`config.mk`:
```
export PLATFORM = sky130hd
export DESIGN_NAME = ostm_master_flat
export DESIGN_NICKNAME = d
export VERILOG_FILES = /design/src/hw/ostm_pkg.sv /design/src/hw/ostm_link_if.sv /design/src/hw/ostm_master.sv /design/src/flat_wrapper.sv
export VERILOG_INCLUDE_DIRS = /design/src /design/src/hw
export SDC_FILE = /design/constraint.sdc
export NUM_CORES = 1
export LEC_CHECK = 0
export ABC_AREA = 0
export BUFFER_PORTS_ARGS = -buffer_cell sky130_fd_sc_hd__buf_2
export CORE_AREA = 2 2 99 120
export DETAILED_ROUTE_END_ITERATION = 10
export DIE_AREA = 0 0 101 122
export PLACE_DENSITY = 0.81
export SYNTH_ARGS = -nofsm -noshare
export SYNTH_HDL_FRONTEND = slang
export SYNTH_SLANG_ARGS = --single-unit
export TNS_END_PERCENT = 30
```
`constraint.sdc`:
```
create_clock -name clk_i -period 4 [get_ports clk_i]
set_clock_uncertainty 0.1 [all_clocks]
set_input_delay 1 -clock clk_i [delete_from_list [all_inputs] [get_ports clk_i]]
set_output_delay 1 -clock clk_i [all_outputs]
set_load 0.01 [all_outputs]
```
`src/hw/ostm_regs.svh`:
```
// Timing constants for the orthogonal subcarrier timing link
`ifndef OSTM_REGS_SVH
`define OSTM_REGS_SVH

`define OSTM_CLK_HZ       200000000
`define OSTM_TICK_HZ      2560
`define OSTM_DIV_CYC      (`OSTM_CLK_HZ / `OSTM_TICK_HZ)
`define OSTM_RX_DLY_US    700
`define OSTM_RX_DLY_CYC   ((`OSTM_CLK_HZ / 1000000) * `OSTM_RX_DLY_US)

`define OSTM_BURST_LAST   8'h9f
`define OSTM_MCAR_END     8'h40
`define OSTM_MOD_START    8'h10
`define OSTM_MOD_END      8'h30
`define OSTM_RCAR_START   8'h40
`define OSTM_RPL_START    8'h50
`define OSTM_RPL_END      8'h70
`define OSTM_RCAR_END     8'h80
`define OSTM_WIN_SAMPLES  6'h20

`define OSTM_N_CHAN       16
`define OSTM_CHAN_BASE    6'h09
`define OSTM_REF_IDX      6'h20

`endif

```
`src/hw/ostm_pkg.sv`:
```
// Types and waveform function for the orthogonal subcarrier timing link
`include "ostm_regs.svh"
package ostm_pkg;

  typedef enum logic [1:0] {
    RPL_IDLE,
    RPL_ARMED,
    RPL_SEND
  } ostm_reply_state_t;

  typedef logic [5:0] ostm_idx_t;

  // Polarity of subcarrier idx at phase ph (64 steps per interval); 1 = negative
  function automatic logic ostm_subcarrier(input ostm_idx_t idx, input logic [5:0] ph);
    logic [5:0] g;
    logic       r;
    g = ph ^ {1'b0, ph[5:1]};
    r = 1'b0;
    for (int k = 0; k < 6; k++) begin
      r = r ^ (idx[k] & g[5-k]);
    end
    return r;
  endfunction

  function automatic ostm_idx_t ostm_chan_idx(input logic [3:0] chan);
    return 6'(`OSTM_CHAN_BASE + {2'h0, chan});
  endfunction

endpackage

```
`src/hw/ostm_link_if.sv`:
```
// Link between master and remote ends of the subcarrier timing system
`timescale 1ns/1ps
`default_nettype none
interface ostm_link_if;
  logic        m_carrier;
  logic        m_mod;
  logic        m_ref_wave;
  logic [15:0] m_chan_wave;
  logic        r_carrier;
  logic        r_mod;
  logic        r_ref_wave;
  logic        r_data_wave;

  modport master (
    output m_carrier, m_mod, m_ref_wave, m_chan_wave,
    input  r_carrier, r_mod, r_ref_wave, r_data_wave
  );
  modport remote (
    input  m_carrier, m_mod, m_ref_wave, m_chan_wave,
    output r_carrier, r_mod, r_ref_wave, r_data_wave
  );
endinterface
`default_nettype wire

```
`src/hw/ostm_master.sv`:
```
// Master end: timing chain, subcarrier generator, query rotation, delayed receive timing
`timescale 1ns/1ps
`default_nettype none
`include "ostm_regs.svh"

// ==========================================================================
// Timing chain: clock divider to the 2560 cps tick, tick position in burst
// ==========================================================================
module ostm_timebase #(
  parameter int DIV_CYC = `OSTM_DIV_CYC
) (
  input  wire logic       clk_i,      // System clock
  input  wire logic       resetn_i,   // Async reset, active low
  input  wire logic       run_i,      // Chain advances while high
  input  wire logic       realign_i,  // Force tick position to zero
  output logic            tick_o,     // Last clock of a tick
  output logic            sample_o,   // Quarter point of a tick
  output logic            half_o,     // Second half of a tick
  output logic [7:0]      pos_o,      // Tick index within burst
  output logic [3:0]      burst_o,    // Burst index within second
  output logic [5:0]      phase_o     // Phase in T/64 steps
);
  localparam int DW = $clog2(DIV_CYC);

  logic [DW-1:0] div_reg;
  logic [DW-1:0] div_next;
  logic [7:0]    pos_reg;
  logic [7:0]    pos_next;
  logic [3:0]    burst_reg;
  logic [3:0]    burst_next;
  wire           wrap;
  wire           pos_last;

  assign wrap       = div_reg == DW'(DIV_CYC - 1);
  assign pos_last   = pos_reg == `OSTM_BURST_LAST;
  assign div_next   = wrap ? '0 : DW'(div_reg + 1'b1);
  assign pos_next   = !wrap ? pos_reg : (pos_last ? 8'h00 : 8'(pos_reg + 8'h01));
  assign burst_next = (wrap && pos_last) ? 4'(burst_reg + 4'h1) : burst_reg;

  always_ff @(posedge clk_i or negedge resetn_i) begin
    if (!resetn_i) begin
      div_reg   <= '0;
      pos_reg   <= 8'h00;
      burst_reg <= 4'h0;
    end else if (realign_i) begin
      div_reg   <= '0;
      pos_reg   <= 8'h00;
    end else if (run_i) begin
      div_reg   <= div_next;
      pos_reg   <= pos_next;
      burst_reg <= burst_next;
    end
  end

  assign tick_o   = run_i & wrap;
  assign sample_o = run_i & (div_reg == DW'(DIV_CYC / 4));
  assign half_o   = div_reg >= DW'(DIV_CYC / 2);
  assign pos_o    = pos_reg;
  assign burst_o  = burst_reg;
  // Interval of 32 ticks starts at modulation start (tick 16)
  assign phase_o  = {~pos_reg[4], pos_reg[3:0], half_o};
endmodule // ostm_timebase

// ==========================================================================
// Master station
// ==========================================================================
module ostm_master #(
  parameter int DIV_CYC    = `OSTM_DIV_CYC,
  parameter int RX_DLY_CYC = `OSTM_RX_DLY_CYC
) (
  input  wire logic        clk_i,          // System clock, 200 MHz
  input  wire logic        resetn_i,       // Async reset, active low
  ostm_link_if.master      link,           // Radio link side
  output logic             carrier_o,      // Transmit carrier enable
  output logic             mod_o,          // Transmit modulation window
  output logic [3:0]       slot_o,         // Slot queried this burst
  output logic [15:0]      query_o,        // One-hot queried channel
  output logic             ref_wave_o,     // Reference subcarrier
  output logic [15:0]      chan_wave_o,    // Data subcarriers, query inverted
  output logic             rx_ready_o,     // Delayed timing running
  output logic             rx_window_o,    // Delayed reply window
  output logic [3:0]       rx_slot_o,      // Slot of expected reply
  output logic             rx_ref_wave_o,  // Delayed local reference
  output logic [15:0]      rx_chan_wave_o, // Delayed local data subcarriers
  output logic             rx_reply_o      // Reply modulation seen in window
);
  // ========================================================================
  // Transmit timing
  // ========================================================================
  logic       tx_half;
  logic [7:0] tx_pos;
  logic [3:0] tx_burst;
  logic [5:0] tx_phase;

  ostm_timebase #(.DIV_CYC(DIV_CYC)) u_tx_tb (
    .clk_i     (clk_i),
    .resetn_i  (resetn_i),
    .run_i     (1'b1),
    .realign_i (1'b0),
    .tick_o    (),
    .sample_o  (),
    .half_o    (tx_half),
    .pos_o     (tx_pos),
    .burst_o   (tx_burst),
    .phase_o   (tx_phase)
  );

  wire        tx_carrier;
  wire        tx_mod;
  wire        tx_ref;
  wire [15:0] tx_query;
  wire [15:0] tx_wave;

  assign tx_carrier = tx_pos < `OSTM_MCAR_END;
  assign tx_mod     = (tx_pos >= `OSTM_MOD_START) && (tx_pos < `OSTM_MOD_END);
  assign tx_ref     = ostm_pkg::ostm_subcarrier(`OSTM_REF_IDX, tx_phase);
  assign tx_query   = 16'h0001 << tx_burst;

  // ========================================================================
  // Data subcarriers, one per channel
  // ========================================================================
  genvar c;
  generate
    for (c = 0; c < `OSTM_N_CHAN; c++) begin : g_tx_chan
      // Query replaces the command level with the inverted waveform
      assign tx_wave[c] = ostm_pkg::ostm_subcarrier(ostm_pkg::ostm_chan_idx(4'(c)), tx_phase)
                          ^ tx_query[c];
    end
  endgenerate

  // ========================================================================
  // Receive timing, held back by the equipment delay
  // ========================================================================
  localparam int RW = $clog2(RX_DLY_CYC + 1);

  logic [RW-1:0] rx_dly_reg;
  logic          rx_go_reg;
  wire           rx_dly_done;

  assign rx_dly_done = rx_dly_reg == RW'(RX_DLY_CYC - 1);

  always_ff @(posedge clk_i or negedge resetn_i) begin
    if (!resetn_i) begin
      rx_dly_reg <= '0;
      rx_go_reg  <= 1'b0;
    end else if (!rx_go_reg) begin
      rx_dly_reg <= RW'(rx_dly_reg + 1'b1);
      rx_go_reg  <= rx_dly_done;
    end
  end

  logic [7:0] rx_pos;
  logic [3:0] rx_burst;
  logic [5:0] rx_phase;

  // Same divider as transmit, started a fixed delay later: phase stays locked
  ostm_timebase #(.DIV_CYC(DIV_CYC)) u_rx_tb (
    .clk_i     (clk_i),
    .resetn_i  (resetn_i),
    .run_i     (rx_go_reg),
    .realign_i (1'b0),
    .tick_o    (),
    .sample_o  (),
    .half_o    (),
    .pos_o     (rx_pos),
    .burst_o   (rx_burst),
    .phase_o   (rx_phase)
  );

  wire        rx_win;
  wire        rx_ref;
  wire [15:0] rx_wave;

  assign rx_win = rx_go_reg && (rx_pos >= `OSTM_RPL_START) && (rx_pos < `OSTM_RPL_END);
  assign rx_ref = ostm_pkg::ostm_subcarrier(`OSTM_REF_IDX, rx_phase);

  generate
    for (c = 0; c < `OSTM_N_CHAN; c++) begin : g_rx_chan
      assign rx_wave[c] = ostm_pkg::ostm_subcarrier(ostm_pkg::ostm_chan_idx(4'(c)), rx_phase);
    end
  endgenerate

  // ========================================================================
  // Output registers
  // ========================================================================
  always_ff @(posedge clk_i or negedge resetn_i) begin
    if (!resetn_i) begin
      carrier_o      <= 1'b0;
      mod_o          <= 1'b0;
      slot_o         <= 4'h0;
      query_o        <= 16'h0000;
      ref_wave_o     <= 1'b0;
      chan_wave_o    <= 16'h0000;
      rx_window_o    <= 1'b0;
      rx_slot_o      <= 4'h0;
      rx_ref_wave_o  <= 1'b0;
      rx_chan_wave_o <= 16'h0000;
      rx_reply_o     <= 1'b0;
    end else begin
      carrier_o      <= tx_carrier;
      mod_o          <= tx_mod;
      slot_o         <= tx_burst;
      query_o        <= tx_query;
      ref_wave_o     <= tx_ref;
      chan_wave_o    <= tx_wave;
      rx_window_o    <= rx_win;
      rx_slot_o      <= rx_burst;
      rx_ref_wave_o  <= rx_ref;
      rx_chan_wave_o <= rx_wave;
      rx_reply_o     <= rx_win & link.r_mod;
    end
  end

  assign rx_ready_o = rx_go_reg;

  // Link side mirrors the registered transmit outputs
  assign link.m_carrier   = carrier_o;
  assign link.m_mod       = mod_o;
  assign link.m_ref_wave  = ref_wave_o;
  assign link.m_chan_wave = chan_wave_o;

  // Half-tick flag unused here; tx_phase already carries it for the reference
  wire unused_ok;
  assign unused_ok = tx_half;
endmodule // ostm_master
`default_nettype wire

```
`src/flat_wrapper.sv`:
```
// flat-port wrapper written by rule: the top's interface ports become plain ports
module ostm_master_flat 
#(
  parameter int DIV_CYC    = `OSTM_DIV_CYC,
  parameter int RX_DLY_CYC = `OSTM_RX_DLY_CYC
)
  (clk_i, resetn_i, carrier_o, mod_o, slot_o, query_o, ref_wave_o, chan_wave_o, rx_ready_o, rx_window_o, rx_slot_o, rx_ref_wave_o, rx_chan_wave_o, rx_reply_o, link_m_carrier, link_m_mod, link_m_ref_wave, link_m_chan_wave, link_r_carrier, link_r_mod, link_r_ref_wave, link_r_data_wave);
  ostm_link_if link_i ();
  input  wire logic clk_i;
  input  wire logic resetn_i;
  output logic carrier_o;
  output logic mod_o;
  output logic [3:0] slot_o;
  output logic [15:0] query_o;
  output logic ref_wave_o;
  output logic [15:0] chan_wave_o;
  output logic rx_ready_o;
  output logic rx_window_o;
  output logic [3:0] rx_slot_o;
  output logic rx_ref_wave_o;
  output logic [15:0] rx_chan_wave_o;
  output logic rx_reply_o;
  output wire logic [$bits(link_i.m_carrier)-1:0] link_m_carrier;
  output wire logic [$bits(link_i.m_mod)-1:0] link_m_mod;
  output wire logic [$bits(link_i.m_ref_wave)-1:0] link_m_ref_wave;
  output wire logic [$bits(link_i.m_chan_wave)-1:0] link_m_chan_wave;
  input wire logic [$bits(link_i.r_carrier)-1:0] link_r_carrier;
  input wire logic [$bits(link_i.r_mod)-1:0] link_r_mod;
  input wire logic [$bits(link_i.r_ref_wave)-1:0] link_r_ref_wave;
  input wire logic [$bits(link_i.r_data_wave)-1:0] link_r_data_wave;
  assign link_m_carrier = link_i.m_carrier;
  assign link_m_mod = link_i.m_mod;
  assign link_m_ref_wave = link_i.m_ref_wave;
  assign link_m_chan_wave = link_i.m_chan_wave;
  assign link_i.r_carrier = link_r_carrier;
  assign link_i.r_mod = link_r_mod;
  assign link_i.r_ref_wave = link_r_ref_wave;
  assign link_i.r_data_wave = link_r_data_wave;
  ostm_master #(.DIV_CYC(DIV_CYC), .RX_DLY_CYC(RX_DLY_CYC)) u_core (.clk_i(clk_i), .resetn_i(resetn_i), .link(link_i), .carrier_o(carrier_o), .mod_o(mod_o), .slot_o(slot_o), .query_o(query_o), .ref_wave_o(ref_wave_o), .chan_wave_o(chan_wave_o), .rx_ready_o(rx_ready_o), .rx_window_o(rx_window_o), .rx_slot_o(rx_slot_o), .rx_ref_wave_o(rx_ref_wave_o), .rx_chan_wave_o(rx_chan_wave_o), .rx_reply_o(rx_reply_o));
endmodule
```
After elaboration in Yosys (flattened, before gate mapping). Index checks and enable logic that the tools add are counted.

Logic and storage cells: 110. Output and inout bits: 82. Flip-flop bits (word level): 139. Bits of input ports: 6.

Muxes and demuxes: 5. Shift-type cells: 1. Reduce and logical (&&, ||, !) cells: 7. $lt $le $gt $ge: 7. Equality and inequality tests: 5. $add $sub $neg: 7. Bitwise logic cells: 59.

Operators with widths (count): 1-bit bitwise XOR (54); 17-bit by 1-bit adder with 17-bit output, second input constant (2); 17-bit == test, second input constant (2); 17-bit by 16-bit >= comparator with 1-bit output, second input constant (2); 17-bit 2-to-1 mux (2); 18-bit by 1-bit adder with 18-bit output, second input constant (1); 18-bit == test, second input constant (1); 8-bit by 1-bit adder with 8-bit output, second input constant (2); 8-bit == test, second input constant (2); 8-bit by 7-bit < comparator with 1-bit output, second input constant (2); 8-bit 2-to-1 mux (2); 1-bit by 4-bit << shifter with 16-bit output, first input constant (1); 6-bit by 5-bit bitwise XOR with 6-bit output (2); 4-bit by 1-bit adder with 4-bit output, second input constant (2); 8-bit by 5-bit >= comparator with 1-bit output, second input constant (1); 8-bit by 7-bit >= comparator with 1-bit output, second input constant (1); 8-bit by 6-bit < comparator with 1-bit output, second input constant (1); 1-bit logical AND (5); 2-bit AND reduction (2); 1-bit inverter (2); 1-bit AND (1); 1-bit 2-to-1 mux (1).

Logic depth before layout (Yosys ltp).
Word-level depth: 6. Depth in mapped cells: 7. Gate-level depth less buffers: 6.

Cells and area by module. Synthesis repeated with hierarchy kept, for this count alone.

Cells, all modules: 676. Area, all modules: 7176.9 µm².

Modules (own cells, without submodules): ostm_timebase (area an instance 1973.1 µm², instances 2, sequential area each 725.7 µm², cells each 214); ostm_master (area an instance 3230.6 µm², instances 1, sequential area each 2026.9 µm², cells each 248).

Least setup slack after synthesis. No wires, ideal clock.

Path kind: flip-flop to flip-flop. Start: reg u_core.u_rx_tb.pos_reg[0], in the netlist u_core.u_rx_tb.pos_o[0]. End: reg u_core.u_rx_tb.burst_reg[1], in the netlist u_core.u_rx_tb.burst_o[1]. Clock period less this slack: 2031 ps. Data required time: 3775 ps. Arrival time: 1806 ps. Setup slack: 1969 ps. Library setup time: 125 ps. Buffers on the path: 0. Stages on the path, launching flop included: 6. Path through: dfrtp_1 > ha_1 > nor4bb_1 > nand3_1 > nor3_1 > mux2_2.

Cells in the longest elaborated chain, start to end: 3.

Ends and longest elaborated chain: start: declaration (RTL line ostm_master.sv:27) `logic [7:0] pos_reg;`; start signal: assignment (RTL line ostm_master.sv:50) `pos_reg <= pos_next;`; 8-bit == test (no source line); 1-bit logical AND (RTL line ostm_master.sv:38) `assign burst_next = (wrap && pos_last) ? 4'(burst_reg + 4'h1) : burst_reg;`; 2-bit AND reduction (no source line); end signal: assignment (RTL line ostm_master.sv:51) `burst_reg <= burst_next;`; end: declaration (RTL line ostm_master.sv:29) `logic [3:0] burst_reg;`.

Every way passes these cells. A chain may end at the register's enable or synchronous reset.

Final worst setup path.
Start: reg u_core.u_rx_tb.div_reg[0]. End: reg u_core.u_rx_tb.burst_reg[1], in the netlist u_core.u_rx_tb.burst_o[1].

Cells in the longest elaborated chain, start to end: 3.

Ends and longest elaborated chain: start: declaration (RTL line ostm_master.sv:25) `logic [DW-1:0] div_reg;`; start signal: assignment (RTL line ostm_master.sv:49) `div_reg <= div_next;`; 17-bit == test (RTL line ostm_master.sv:34) `assign wrap = div_reg == DW'(DIV_CYC - 1);`; 1-bit logical AND (RTL line ostm_master.sv:38); 2-bit AND reduction (no source line).

Every way passes these cells.

==> results_dict.tcl <==
set metrics [dict create \
    clock-sinks 139 \
    r2r_slack_ns 1.49 \
    worst_pin_slew_ns 0.845 \
    synth_fp_nets 622 \
    drtPass1Iterations 5 \
    avgRoutedWirePerCell_um 16.1 \
    start_util 0.582 \
    clock-root-buffer "clkbuf_16" \
    hold_buffers 0 \
    max-cap-violations 0 \
    grt_max_degree 98 \
    holdWs_ns 0.299 \
    drive_gt1_frac 0.201 \
    clock.fmax_mhz 399 \
    synth_area_per_cell_um2 11.1 \
    finalMaxSlewViolations 0 \
    max-slew-margin-rel 0.437 \
    combPwrFrac 0.009 \
    pwr-share-seq 0.450 \
    drt-vias-per-instance 5.58 \
    cp_max_fo 15 \
    power_density_mw_per_mm2 412 \
    tns_ns 0 \
    ys_warn_count 0 \
    antenna_cells 0 \
    die_w_um 101 \
    numCtsBuffers 17 \
    grt_pass1_wl_um 21100 \
    drtIter0Drc 271 \
    io_pins 88 \
    cts_setup_buffers 0 \
    rsz0062_at_grt "no" \
    syn-cell-area_mm2 0.00658 \
    crit_path_end_kind "flop" \
    grt_remaining_overflow 0 \
    clockPowerShare 0.541 \
    grt_util_all_layers 0.220 \
    r2r_start "u_core.u_rx_tb.div_reg[0]$_DFFE_PN0P_" \
    peakVddDrop_v 0.000231 \
    clockBufferDepth 2 \
    ys_ff_latch 139 \
    rr_endpoint "u_core.u_rx_tb.burst_o[1]$_DFFE_PN0P_" \
    r2r_cells 6 \
    dieHeight_um 122 \
    place_hpwl_um 8700 \
    arrival_ns 2.70 \
    critPathRequiredTime_ns 4.19 \
    wl_um 13000 \
    p_switching_uw 595 \
    core-area_mm2 0.0113 \
    criticalPathCategory "reg2reg" \
    fin_crit_sh 0.627 \
    clk-insertion-delay-late_ns 0.42 \
    swShare 0.191 \
    ys.flop_type "dfrtp_1" \
    antenna_found_initial 0 \
    fin_nets 688 \
    netlist_instances 590 \
    vias 4480 \
    hold_path.class "reg2reg" \
    largest_reg_flops 18 \
    syn_to_final_growth_pct 15.4 \
    htree_num_levels 4 \
    place_congestion 0.843 \
    dieArea_mm2 0.0123 \
    period_needed_ns 2.51 \
    cts_resized 0 \
    postSynth.asyncResetShare 1.00 \
    yosysUniqueCellTypes 57 \
    ys_seq_area_frac 0.529 \
    hold_end "u_core.rx_slot_o[3]$_DFF_PN0_" \
    p_int_mw 2.53 \
    p_leak_nw 3.54 \
    grt_pass1_vias 4378 \
    drtAntennaViolNets 0 \
    finalSetupViolCount 0 \
    holdPathStages 0 \
    hold_start "u_core.u_rx_tb.burst_o[3]$_DFFE_PN0P_" \
    drc 0 \
    clk_pin_slew_worst_paths_ns 0.06 \
    hold_viol 0 \
    portBuffers 84 \
    cts_tree "built" \
    rows 43 \
    status "completed" \
    startpoint_type "flop" \
    synth_edf_count 0 \
]
logic make-up (layout without fill, tap and decap cells):
kind of cell	Yosys count	after routing	synth area share
fa+ha+maj	26	26	0.0495
buf+inv	67	145	0.0523
compound gates	52	52	0.0504
xor+xnor	97	97	0.129
mux	10	10	0.0164
flops	139	139	0.529
simple gates	199	199	0.173
per-stage QoR:
stage / instances / worst slack (ns) / utilization / power, mW / instance area, um2
floorplan: 590 / 1.97 / - / 1.43 / 6580
global placement: 772 / 1.62 / 0.615 / 1.46 / 6950
detailed placement: 772 / 1.53 / 0.615 / 1.46 / 6950
CTS: 803 / 1.52 / 0.672 / 3.15 / 7590
global route: 803 / 1.33 / 0.672 / 3.21 / 7590
finish: 803 / 1.49 / 0.672 / 3.12 / 7590
power groups by stage:
stage | combinational [mW] | sequential, mW | clock, mW
floorplan | 0.00000842 | 1.43 | 0
global placement | 0.0294 | 1.43 | 0
detailed placement | 0.0306 | 1.43 | 0
CTS | 0.0305 | 1.41 | 1.71
global route | 0.0348 | 1.41 | 1.77
finish | 0.0283 | 1.41 | 1.69
worst max-delay path by stage:
stage          slack [ns]                                     to  depth (start not counted)                             startpoint
2_1_floorplan        1.97  u_core.u_rx_tb.burst_o[1]$_DFFE_PN0P_                          5    u_core.u_rx_tb.pos_o[0]$_DFFE_PN0P_
3_3_place_gp         1.62  u_core.u_rx_tb.burst_o[1]$_DFFE_PN0P_                          6  u_core.u_rx_tb.div_reg[0]$_DFFE_PN0P_
3_5_place_dp         1.53  u_core.u_rx_tb.burst_o[1]$_DFFE_PN0P_                          6  u_core.u_rx_tb.div_reg[0]$_DFFE_PN0P_
4_1_cts              1.52  u_core.u_rx_tb.burst_o[1]$_DFFE_PN0P_                          6  u_core.u_rx_tb.div_reg[0]$_DFFE_PN0P_
5_1_grt              1.33  u_core.u_tx_tb.burst_o[1]$_DFFE_PN0P_                          4    u_core.u_tx_tb.div_reg[6]$_DFF_PN0_
6_report             1.49  u_core.u_rx_tb.burst_o[1]$_DFFE_PN0P_                          6  u_core.u_rx_tb.div_reg[0]$_DFFE_PN0P_
layer usage:
metal  track usage  up-vias  share of wire
li1              -     2126              -
met1         0.265     2209           0.41
met2         0.378      129           0.53
met3        0.0579       16          0.046
met4        0.0811        0          0.013
met5             0        -              0
final cells by class:
cell class	instances	area [um2]
multi-input combinational	384	2760
timing repair buffer	86	442
fill	811	3710
inverter	28	105
sequential	139	3480
clock inverter	11	194
clock buffer	20	447
tap	135	169
worst max-delay path: stages, from the launching register on:
cell	delay, ns
dfrtp_1	0.41
inv_1	0.13
ha_1	0.20
nor2b_1	0.14
nand4_1	0.52
nor3_1	0.50
mux2_2	0.39
synth_stat cells (5+ instances only):
cell type | n | area [um2]
inv_1 | 28 | 105
nor2b_1 | 8 | 50.1
a21oi_1 | 9 | 45.0
nor2_1 | 25 | 93.8
dfrtp_1 | 139 | 3480
buf_4 | 19 | 143
nor3_1 | 26 | 130
and3_1 | 10 | 62.6
nand4_1 | 16 | 100
nand3_1 | 23 | 115
mux2_2 | 6 | 67.6
ha_1 | 26 | 325
buf_2 | 5 | 25.0
o21ai_0 | 17 | 85.1
clkbuf_1 | 13 | 48.8
xnor2_1 | 59 | 517
or3_1 | 7 | 43.8
and2_1 | 14 | 87.6
nand2_1 | 31 | 116
xor2_1 | 38 | 333
o31ai_1 | 6 | 45.0
layout by cell type (no fill, tap or decap), types with 14 or more instances in the layout:
cell,count
clkbuf_16,17
and2_1,14
xnor2_1,59
dfrtp_1,139
ha_1,26
nor3_1,26
nand2_1,31
buf_2,83
nand4_1,16
nor2_1,25
o21ai_0,17
nand3_1,23
inv_1,28
xor2_1,38
Power figures use the tool's default switching activity.
